## config.mk

```make
export PLATFORM = sky130hd
export DESIGN_NAME = qdsl_top
export DESIGN_NICKNAME = d
export VERILOG_FILES = /design/src/design/qdsl_top.v
export VERILOG_INCLUDE_DIRS = /design/src /design/src/design
export SDC_FILE = /design/constraint.sdc
export NUM_CORES = 1
export LEC_CHECK = 0
export ABC_AREA = 1
export ABC_CLOCK_PERIOD_IN_PS = 5900
export BUFFER_PORTS_ARGS = -buffer_cell sky130_fd_sc_hd__buf_2
export CAP_MARGIN = 10
export CORE_UTILIZATION = 60
export DETAILED_ROUTE_END_ITERATION = 8
export MAX_ROUTING_LAYER = met4
export PLACE_DENSITY = 0.95
export SYNTH_ARGS = -nofsm -noshare
export SYNTH_HDL_FRONTEND = slang
export SYNTH_SLANG_ARGS = --single-unit
```

## constraint.sdc

```tcl
create_clock -name i_core_clk -period 5.9 [get_ports i_core_clk]
set_clock_uncertainty 0.05 [all_clocks]
set_input_delay 1.18 -clock i_core_clk [delete_from_list [all_inputs] [get_ports i_core_clk]]
set_output_delay 1.18 -clock i_core_clk [all_outputs]
set_load 0.005 [all_outputs]
```

## src/design/qdsl_map.vh

```
// Constants for the quad DAC serial load block.
// Assumes inclusion by the design files only; holds definitions and nothing else.
`ifndef QDSL_MAP_VH
`define QDSL_MAP_VH

// ****************************************************************
// Word formats
// ****************************************************************
`define QDSL_WORD_W      16
`define QDSL_WORD10_W    14
`define QDSL_CODE_W      12
`define QDSL_CODE10_W    10
`define QDSL_NCHAN       4
`define QDSL_ADDR_W      2

// Positions in the normalised 16-bit layout.
`define QDSL_ALL_OFF_POS 15
`define QDSL_ONE_OFF_POS 14
`define QDSL_ADDR_HI_POS 13
`define QDSL_ADDR_LO_POS 12
`define QDSL_CODE_MSB    11

// Positions in the 14-bit layout of the ten-bit variant.
`define QDSL_ALL10_POS   13
`define QDSL_ONE10_POS   12
`define QDSL_AHI10_POS   11
`define QDSL_ALO10_POS   10
`define QDSL_CODE10_MSB  9

// ****************************************************************
// Reset values and buffer shape
// ****************************************************************
`define QDSL_ZERO_CODE   12'h000
`define QDSL_ZERO_WORD   16'h0000
`define QDSL_OFF_RESET   4'h0
`define QDSL_BUF_DEPTH   2
`define QDSL_CNT_W       2

`endif

```

## src/design/qdsl_top.v

```verilog
// Digital load path of a four-channel voltage DAC: serial receiver, word
// decoder, two-entry word buffer, input registers and DAC registers.
// Assumes every pin input except i_hold_update is asynchronous to i_core_clk and that the serial
// clock is slower than a quarter of the core clock.
// Operation
// - One MSB-first word per frame, 16/14 bits.
// - Sample serial_in on serial clock rising edge.
// - Shift only while chip select is low.
// - Twelve-bit variant keeps last 16 bits.
// - Ten-bit variant keeps last 14 bits.
// - Chip select rise loads addressed channel register.
// - Async zero reset clears input and DAC code registers, overrides loads.
// - Load strobe updates all four channels together.
// - Two MSBs are the shutdown controls.
// - All-off bit shuts down every channel.
// - One-off bit shuts down addressed channel.
// - Channel code is unsigned, 12 or 10 bits.
// - Word layout: off, off, address, code.
// - Address 00..11 selects channel A..D.
// - DAC registers transparent while strobe low.
// - Power-on clears input and DAC registers.
`timescale 1ns/1ps
`default_nettype none
`include "qdsl_map.vh"

module qdsl_top
#(
    parameter TEN_BIT = 0
)
(
    input  wire                                    i_core_clk,
    input  wire                                    i_nrst,
    input  wire                                    i_serial_clk,
    input  wire                                    i_chip_sel_n,
    input  wire                                    i_serial_in,
    input  wire                                    i_load_strobe_n,
    input  wire                                    i_zero_reset_n,
    input  wire                                    i_hold_update,
    output wire                                    o_frame_ready,
    output reg                                     o_frame_drop,
    output reg  [`QDSL_NCHAN*`QDSL_CODE_W-1:0]     o_input_code,
    output reg  [`QDSL_NCHAN*`QDSL_CODE_W-1:0]     o_dac_code,
    output reg  [`QDSL_NCHAN-1:0]                  o_chan_off
);

// ****************************************************************
// Helpers
// ****************************************************************
// Brings a received word into the 16-bit layout, so the decoder below
// needs only one form; the ten-bit code is right-aligned and zero-padded.
function [`QDSL_WORD_W-1:0] norm_word;
    input [`QDSL_WORD_W-1:0] raw;
    begin
        if (TEN_BIT != 0)
        begin
            norm_word = {raw[`QDSL_ALL10_POS], raw[`QDSL_ONE10_POS],
                         raw[`QDSL_AHI10_POS], raw[`QDSL_ALO10_POS],
                         2'h0, raw[`QDSL_CODE10_MSB:0]};
        end
        else
        begin
            norm_word = raw;
        end
    end
endfunction

// A word with neither shutdown bit set is a plain code write.
function plain_word;
    input [`QDSL_WORD_W-1:0] word;
    begin
        plain_word = ~word[`QDSL_ALL_OFF_POS] & ~word[`QDSL_ONE_OFF_POS];
    end
endfunction

// ****************************************************************
// Pin synchronisers
// ****************************************************************
reg  [1:0] sclk_sync;
reg  [1:0] cs_sync;
reg  [1:0] sdi_sync;
reg  [1:0] ld_sync;
reg        sclk_prev;
reg        cs_prev;

always @(posedge i_core_clk or negedge i_nrst)
begin
    if (!i_nrst)
    begin
        sclk_sync <= 2'h0;
        cs_sync   <= 2'h3;
        sdi_sync  <= 2'h0;
        ld_sync   <= 2'h3;
    end
    else
    begin
        sclk_sync <= {sclk_sync[0], i_serial_clk};
        cs_sync   <= {cs_sync[0], i_chip_sel_n};
        sdi_sync  <= {sdi_sync[0], i_serial_in};
        ld_sync   <= {ld_sync[0], i_load_strobe_n};
    end
end

// ****************************************************************
// Edge detection
// ****************************************************************
// The previous-value flops reset to the idle level of each pin, so
// releasing reset never fakes a clock or chip select edge.
always @(posedge i_core_clk or negedge i_nrst)
begin
    if (!i_nrst)
    begin
        sclk_prev <= 1'b0;
        cs_prev   <= 1'b1;
    end
    else
    begin
        sclk_prev <= sclk_sync[1];
        cs_prev   <= cs_sync[1];
    end
end

// All three serial pins pass the same two stages, so data and clock keep
// the alignment the host gave them.
wire sclk_rise = sclk_sync[1] & ~sclk_prev;
wire cs_low    = ~cs_sync[1];
wire cs_rise   = cs_sync[1] & ~cs_prev;
wire ld_low    = ~ld_sync[1];

// ****************************************************************
// Shift register
// ****************************************************************
// Only the most recent bits survive, so surplus leading bits and byte
// padding fall off the top without any bit counting.
reg  [`QDSL_WORD_W-1:0] shift;

always @(posedge i_core_clk or negedge i_nrst)
begin
    if (!i_nrst)
    begin
        shift <= `QDSL_ZERO_WORD;
    end
    else if (sclk_rise && cs_low)
    begin
        shift <= {shift[`QDSL_WORD_W-2:0], sdi_sync[1]};
    end
end

// ****************************************************************
// Two-entry word buffer
// ****************************************************************
reg  [`QDSL_WORD_W-1:0] buf_mem [0:`QDSL_BUF_DEPTH-1];
reg                     wr_ptr;
reg                     rd_ptr;
reg  [`QDSL_CNT_W-1:0]  count;

wire buf_full   = (count == `QDSL_BUF_DEPTH);
wire in_valid   = cs_rise;
wire in_ready   = ~buf_full;
wire out_valid  = (count != 2'h0);
wire out_ready  = ~i_hold_update;
wire push       = in_valid & in_ready;
wire pop        = out_valid & out_ready;

// A frame that ends while both entries are full is lost: the serial link
// cannot push back, so the drop pulse is the host's only sign of it.
assign o_frame_ready = in_ready;

always @(posedge i_core_clk or negedge i_nrst)
begin
    if (!i_nrst)
    begin
        wr_ptr       <= 1'b0;
        rd_ptr       <= 1'b0;
        count        <= 2'h0;
        o_frame_drop <= 1'b0;
        buf_mem[0]   <= `QDSL_ZERO_WORD;
        buf_mem[1]   <= `QDSL_ZERO_WORD;
    end
    else
    begin
        o_frame_drop <= in_valid & ~in_ready;
        if (push)
        begin
            buf_mem[wr_ptr] <= norm_word(shift);
            wr_ptr          <= ~wr_ptr;
        end
        if (pop)
        begin
            rd_ptr <= ~rd_ptr;
        end
        if (push && !pop)
        begin
            count <= count + 2'h1;
        end
        else if (pop && !push)
        begin
            count <= count - 2'h1;
        end
    end
end

// ****************************************************************
// Word decode
// ****************************************************************
wire [`QDSL_WORD_W-1:0] head    = buf_mem[rd_ptr];
wire                    all_off_bit  = head[`QDSL_ALL_OFF_POS];
wire                    one_off_bit  = head[`QDSL_ONE_OFF_POS];
wire                    chan_addr_hi = head[`QDSL_ADDR_HI_POS];
wire                    chan_addr_lo = head[`QDSL_ADDR_LO_POS];
wire [`QDSL_ADDR_W-1:0] addr    = {chan_addr_hi, chan_addr_lo};
wire [`QDSL_CODE_W-1:0] code    = head[`QDSL_CODE_MSB:0];

// ****************************************************************
// Zero reset retiming
// ****************************************************************
// The zero reset pin clears the code registers the moment it falls
// and wins over every load. Its release is retimed through two
// flip-flops, so no code register leaves the clear on a metastable
// edge; the cost is two core cycles before the first load can land.
reg  [1:0] zr_sync;
wire       zr_async_n = i_nrst & i_zero_reset_n;

always @(posedge i_core_clk or negedge zr_async_n)
begin
    if (!zr_async_n)
    begin
        zr_sync <= 2'h0;
    end
    else
    begin
        zr_sync <= {zr_sync[0], 1'b1};
    end
end

wire clr_n = zr_sync[1];

// ****************************************************************
// Input registers, shutdown state and DAC registers
// ****************************************************************
genvar ch;
generate
    for (ch = 0; ch < `QDSL_NCHAN; ch = ch + 1)
    begin : g_chan
        wire hit = (addr == ch);

        always @(posedge i_core_clk or negedge clr_n)
        begin
            if (!clr_n)
            begin
                o_input_code[ch*`QDSL_CODE_W +: `QDSL_CODE_W] <= `QDSL_ZERO_CODE;
            end
            else if (pop && plain_word(head) && hit)
            begin
                o_input_code[ch*`QDSL_CODE_W +: `QDSL_CODE_W] <= code;
            end
        end

        // Shutdown state is not a code register, so the zero reset leaves it;
        // only the core reset or a plain write to its channel clears it.
        always @(posedge i_core_clk or negedge i_nrst)
        begin
            if (!i_nrst)
            begin
                o_chan_off[ch] <= 1'b0;
            end
            else if (pop)
            begin
                if (all_off_bit)
                begin
                    o_chan_off[ch] <= 1'b1;
                end
                else if (one_off_bit && hit)
                begin
                    o_chan_off[ch] <= 1'b1;
                end
                else if (plain_word(head) && hit)
                begin
                    o_chan_off[ch] <= 1'b0;
                end
            end
        end

        // While the strobe is low the DAC register follows its input
        // register; the last value taken before the rise is held.
        always @(posedge i_core_clk or negedge clr_n)
        begin
            if (!clr_n)
            begin
                o_dac_code[ch*`QDSL_CODE_W +: `QDSL_CODE_W] <= `QDSL_ZERO_CODE;
            end
            else if (ld_low)
            begin
                o_dac_code[ch*`QDSL_CODE_W +: `QDSL_CODE_W] <=
                    o_input_code[ch*`QDSL_CODE_W +: `QDSL_CODE_W];
            end
        end
    end
endgenerate

endmodule

`default_nettype wire

```

# Word level (Yosys, flattened, before mapping)
# Cells that the tools add are included.
dict set report word_totals {
  out_inout_bits 102
  mem_bits_ro 0
  n_memories 0
  regBits 165
  in_bits 8
  ram_bits 0
  elab_cells 104
  latch_bits 0
}
dict set report op_classes {
  n_bitwise 18
  n_reduce_logical 30
  muxes 21
  add_sub_neg 2
  n_eq_ne 4
  n_lt_le_gt_ge 3
  n_shift 0
  div 0
  multipliers 0
}
# operator count
set ops {}
lappend ops {{16-bit 2-to-1 mux} 5}
lappend ops {{32-bit bitwise mux} 1}
lappend ops {{1-bit logical AND} 17}
lappend ops {{16-bit demux with 1-bit select} 1}
lappend ops {{1-bit 2-to-1 mux} 12}
lappend ops {{3-bit nonzero test} 4}
lappend ops {{1-bit NOT} 9}
lappend ops {{2-bit AND reduction} 4}
lappend ops {{1-bit AND} 7}
lappend ops {{2-bit equality test (second input constant)} 3}
lappend ops {{2-bit >= comparator (second input constant)} 2}
lappend ops {{2-bit 2-to-1 mux} 2}
lappend ops {{1-bit NOT with 2-bit output} 2}
lappend ops {{2-bit nonzero test} 2}
lappend ops {{2-bit by 1-bit adder with 2-bit output (second input constant)} 1}
lappend ops {{2-bit by 1-bit equality test with 1-bit output (second input constant)} 1}
lappend ops {{1-bit zero test} 2}
lappend ops {{2-bit zero test} 1}
lappend ops {{2-bit by 1-bit less-than comparator with 1-bit output (second input constant)} 1}
lappend ops {{2-bit by 1-bit subtractor with 2-bit output (second input constant)} 1}

# Logic depth before layout (Yosys ltp)
dict set report depth {
  word_depth 10
  depth_mapped 10
  depth_no_buf 8
}

# Worst setup path before layout
# OpenSTA, ideal clock, no wires.
dict set report synth_path {
  path_kind {input-to-reg}
  from {input i_hold_update}
  to {register count[1]}
  n_path_buf 0
  path_slack_ps 3706
  required_time_ps 5726
  path_stages 6
  setup_time_ps 124
  arrival_time_ps 2020
  cell_sequence {nor2_4 > inv_2 > ha_1 > a21oi_1 > o21ai_0 > xnor2_1}
}
dict set report synth_via {
  elab_chain_cells 5
}
# item line_no
set synth_rtl {}
lappend synth_rtl {{start: declaration} qdsl_top.v:38} ;# input wire i_hold_update,
lappend synth_rtl {{1-bit NOT *} qdsl_top.v:160} ;# wire out_ready = ~i_hold_update;
lappend synth_rtl {{1-bit AND *} qdsl_top.v:162} ;# wire pop = out_valid & out_ready;
lappend synth_rtl {{1-bit zero test} qdsl_top.v:191} ;# if (push && !pop)
lappend synth_rtl {{1-bit logical AND} qdsl_top.v:191}
lappend synth_rtl {{2-bit 2-to-1 mux or 2-bit nonzero test (tied branches)} -}
lappend synth_rtl {{end signal: assignment} qdsl_top.v:193} ;# count <= count + 2'h1;
lappend synth_rtl {{end signal: assignment} qdsl_top.v:197} ;# count <= count - 2'h1;
lappend synth_rtl {{end: declaration} qdsl_top.v:154} ;# reg [`QDSL_CNT_W-1:0] count;
# Every way passes the cells marked *; elsewhere a longest branch is shown, timed or not.
# A chain may end at the register's enable or synchronous reset.

# Worst setup path after layout
dict set report layout_path {
  from {register rd_ptr}
  to {register o_input_code[3]}
}
dict set report layout_via {
  elab_chain_cells 8
}
# item line_no
set layout_rtl {}
lappend layout_rtl {{start: declaration} qdsl_top.v:153} ;# reg rd_ptr;
lappend layout_rtl {{start signal: assignment} qdsl_top.v:189} ;# rd_ptr <= ~rd_ptr;
lappend layout_rtl {{1-bit NOT with 2-bit output (not written as such) *} qdsl_top.v:205} ;# wire [`QDSL_WORD_W-1:0] head = buf_mem[rd_ptr];
lappend layout_rtl {{16-bit 2-to-1 mux (not written as such) * (3 in a row)} qdsl_top.v:205}
lappend layout_rtl {{1-bit NOT} qdsl_top.v:71} ;# plain_word = ~word[`QDSL_ALL_OFF_POS] & ~word[`QDSL_ONE_OFF_POS];
lappend layout_rtl {{1-bit AND} qdsl_top.v:71}
lappend layout_rtl {{1-bit logical AND (2 in a row)} qdsl_top.v:252} ;# else if (pop && plain_word(head) && hit)
lappend layout_rtl {{end signal: indexed assignment} qdsl_top.v:250} ;# o_input_code[ch*`QDSL_CODE_W +: `QDSL_CODE_W] <= `QDSL_ZERO_CODE;
lappend layout_rtl {{end signal: indexed assignment} qdsl_top.v:254} ;# o_input_code[ch*`QDSL_CODE_W +: `QDSL_CODE_W] <= code;
lappend layout_rtl {{end: declaration} qdsl_top.v:41} ;# output reg [`QDSL_NCHAN*`QDSL_CODE_W-1:0] o_input_code,
# Every way passes the cells marked *; elsewhere a longest branch is shown, timed or not. The select of a mux whose other input is x is not followed.

==> flow_summary_export.csv <==
group,metric,value,unit
status,status,"finished, final reports clean",
critical_path,worstPathMaxFanout,34,
grt,grt_pass1_vias,5241,
clock_network,clk_pin_slew,70,ps
placement,port_buffers,109,
sta,period_minus_slack,2900,ps
synth,ys_ff_latch,165,
critical_path,cp-end-kind,"register",
clock_network,clkLatencyLatePin,540,ps
critical_path,worstSetupPathType,"register to register",
sta,max_freq,345,MHz
detailed_routing,wl,17.0,mm
die,rows,37,
synth,synth.cell_area,6610,µm²
sta,finalHoldViolations,0,
detailed_routing,via_per_inst,5.79,
grt,antenna_found_initial,0,
layout,n_fill_cell,619,
power_and_ir_drop,internal_power,2.68,mW
die,chipWidth,107,µm
layout,antennaDiodeCount,0,
critical_path,crit_chain,"inv_4, nand2_1, nand2_2, nor2_2, nand3_2, nand2_1, nand2_1",
sta,tightest_slew,1170,ps
critical_path,worstReg2RegEnd,"o_input_code[3]",
detailed_routing,vias,5109,
die,initial_core_util,62.9,%
sta,fin_crit_sh,49.1,%
layout,area_growth,17.6,%
critical_path,cpPeakStageDelay,1110,ps
power_and_ir_drop,switching_share,39.5,%
critical_path,crit_path_end,"o_input_code[3]",
synth,syn_inst,632,
detailed_routing,detail_route.first_pass.iterations,6,
sta,setup_violations,0,
detailed_routing,drc_errors,0,
grt,grt_pass1_wl,26.8,mm
detailed_routing,drtIter0Drc,540,
clock_network,cts_root_buf,"clkbuf_8",
critical_path,cp_data_required_time,6270,ps
detailed_routing,post_drt_wl_per_cell,19.3,µm
die,core,10500,µm²
critical_path,cp_data_arrival_time,3270,ps
grt,grt.overflow.total,0,
power_and_ir_drop,power.clock.fraction,24.6,%
layout,drive_above_1_share,29.6,%
synth,syn_nets,641,
sta,setup_ws,3000,ps
critical_path,critPathLaunchType,"register",
sta,rsz0062_at_grt,"no",
layout,nets,743,
clock_network,htree_levels,4,
layout,layoutNonFillerInstCount,883,
synth,synth_area_per_cell,10.5,µm²
placement,dp_hpwl,9.94,mm
detailed_routing,ant_nets,0,
critical_path,cp_common_cell,"nand2_1",
synth,synth.distinct_cells,29,
clock_network,cts_made_buffers,17,
power_and_ir_drop,power.density,570,nW/µm²
clock_network,clkSinkCount,165,
sta,slew_viol_final,0,
critical_path,reg2reg_depth,7,
placement,dp_cells,850,
clock_network,cts_resized,0,
clock_network,cts_setup_buffers,0,
placement,dp_worst_setup_slack,3180,ps
clock_network,postCtsHoldBufs,0,
critical_path,r2r_setup_slack,3000,ps
critical_path,r2r_start,"rd_ptr",
grt,grt_max_degree,96,
synth,seq_area_frac_synth,62.6,%
die,die_y,107,µm
sta,tns,0,ps
power_and_ir_drop,vdd_drop_max,0.293,mV
die,io_pins,110,
power_and_ir_drop,seq_power_share,42.6,%
placement,gp_congestion,0.835,
flow_run,drv_cap,0,
power_and_ir_drop,p_switching,1.75,mW
clock_network,clockBufferDepth,2,
grt,track_usage,32.3,%
synth,ys_warn_count,0,
clock_network,cts_tree,"yes",
worst_hold_path,hp-class,"register to asynchronous set/reset pin",
die,die_area,11400,µm²
power_and_ir_drop,leakage,4.21,nW
power_and_ir_drop,comb_power_share,32.9,%
critical_path,crit_path_start,"rd_ptr",
sta,maxSlewHeadroom,22.0,%
critical_path,crit_slowest_cell,"dfrtp_1",
==> layout by cell type (no fill, tap or decap), types with 2 or more instances in the layout <==
cell,n
a21oi_1,9
dfrtp_1,159
nor2_2,4
inv_1,32
nand2_1,212
clkbuf_16,16
buf_4,2
nand2_4,2
clkinv_4,5
bufinv_16,2
buf_2,109
o21a_1,6
nand3_1,40
nand2_2,6
nand3_2,4
inv_2,2
xnor2_1,2
o21ai_1,7
dfstp_2,5
inv_6,3
o21ai_0,40
nor2_1,13
mux2_2,48
clkinv_2,2
clkbuf_8,2
nor2_4,4
==> kinds of logic after synthesis <==
| group | synth area share (%) |
|---|---|
| xor gates and xnor gates | 0.398 |
| DFF | 62.6 |
| other | 0.0568 |
| and+or+nand+nor | 18.9 |
| adders and majority gates | 0.189 |
| AOI/OAI and AO/OA | 4.92 |
| buffers and inverters | 4.75 |
| muxes | 8.18 |
==> power groups by stage <==
stage	Sequential, mW	Combinational [mW]	Clock [mW]
after floorplan	1.79	0.891	0
after global placement	1.82	1.27	0
after detailed placement	1.86	1.35	0
after CTS	1.86	1.43	1.09
after global routing	1.91	1.58	1.14
final	1.88	1.45	1.09
==> registers in the layout (all words and copies together), names as in the netlist <==
name          cells
sdi_sync          2
zr_sync           2
sclk_prev         1
o_dac_code       48
sclk_sync         2
cs_sync           2
o_frame_drop      1
cs_prev           1
buf_mem          32
o_input_code     48
ld_sync           2
shift            16
count             2
o_chan_off        4
rd_ptr            1
wr_ptr            1
==> metal layers <==
layer | wire (µm) | GRT usage [%]
met1 | 6000 | 36.4
met2 | 8750 | 51.8
met3 | 1270 | 8.33
met4 | 1000 | 19.8
met5 | 0 | -
==> how the worst min path moves through the flow <==
stage,start,to,slack (ps),depth (start not counted)
6_report,zr_sync[1],o_dac_code[35],30,0
5_1_grt,zr_sync[1],o_dac_code[35],30,0
4_1_cts,zr_sync[1],o_dac_code[35],30,0
3_5_place_dp,zr_sync[1],o_dac_code[35],20,0
3_3_place_gp,zr_sync[1],o_dac_code[35],20,0
2_1_floorplan,sclk_sync[0],sclk_sync[1],280,0
==> per-stage QoR <==
step                power [mW]  utilization [%]  hold WS [ps]  area [µm²]
floorplan                 2.68                -           281        6610
global placement          3.08             68.1          18.4        7160
detailed placement        3.22             68.1          23.1        7160
CTS                       4.38             73.6          30.6        7740
global route              4.64             73.9          34.6        7770
finish                    4.42             73.9          31.4        7770
==> synthesized netlist by cell type <==
| cell | instances | area, µm² |
|---|---|---|
| nand2_1 | 212 | 796 |
| dfrtp_1 | 160 | 4000 |
| mux2_2 | 48 | 541 |
| nand3_1 | 40 | 200 |
| o21ai_0 | 40 | 200 |
| inv_1 | 32 | 120 |
| buf_2 | 18 | 90.1 |
| nor2_1 | 13 | 48.8 |
| a21oi_1 | 9 | 45.0 |
| o21ai_1 | 7 | 35.0 |
| nand2_2 | 6 | 37.5 |
| o21a_1 | 6 | 45.0 |
| buf_6 | 5 | 56.3 |
| dfstp_2 | 5 | 131 |
| nand3_2 | 4 | 40.0 |
| nor2_2 | 4 | 25.0 |
| nor2_4 | 4 | 45.0 |
| buf_4 | 3 | 22.5 |
| clkbuf_1 | 3 | 11.3 |
| inv_2 | 2 | 7.51 |
| nand2_4 | 2 | 22.5 |
| xnor2_1 | 2 | 17.5 |
| conb_1 | 1 | 3.75 |
| ha_1 | 1 | 12.5 |
| inv_4 | 1 | 6.26 |
| nand3b_1 | 1 | 7.51 |
| nor2_8 | 1 | 20.0 |
| nor3_1 | 1 | 5.00 |
| xor2_1 | 1 | 8.76 |
==> layout make-up <==
type | instances | area, µm² | area share (%)
clock inverters | 13 | 148 | 1.90
inverters | 35 | 134 | 1.72
repair buffers | 112 | 588 | 7.57
clock buffers | 19 | 432 | 5.56
flip-flops and latches | 165 | 4140 | 53.3
multi-input cells | 403 | 2160 | 27.8
well taps | 136 | 170 | 2.19
==> critical path: cells and delay by family, from the launching register on <==
kind          cells  cell delay (ps)
flops             1             1110
simple gates      6             1490
buf+inv           1              130
Power figures use the tool's default switching activity.
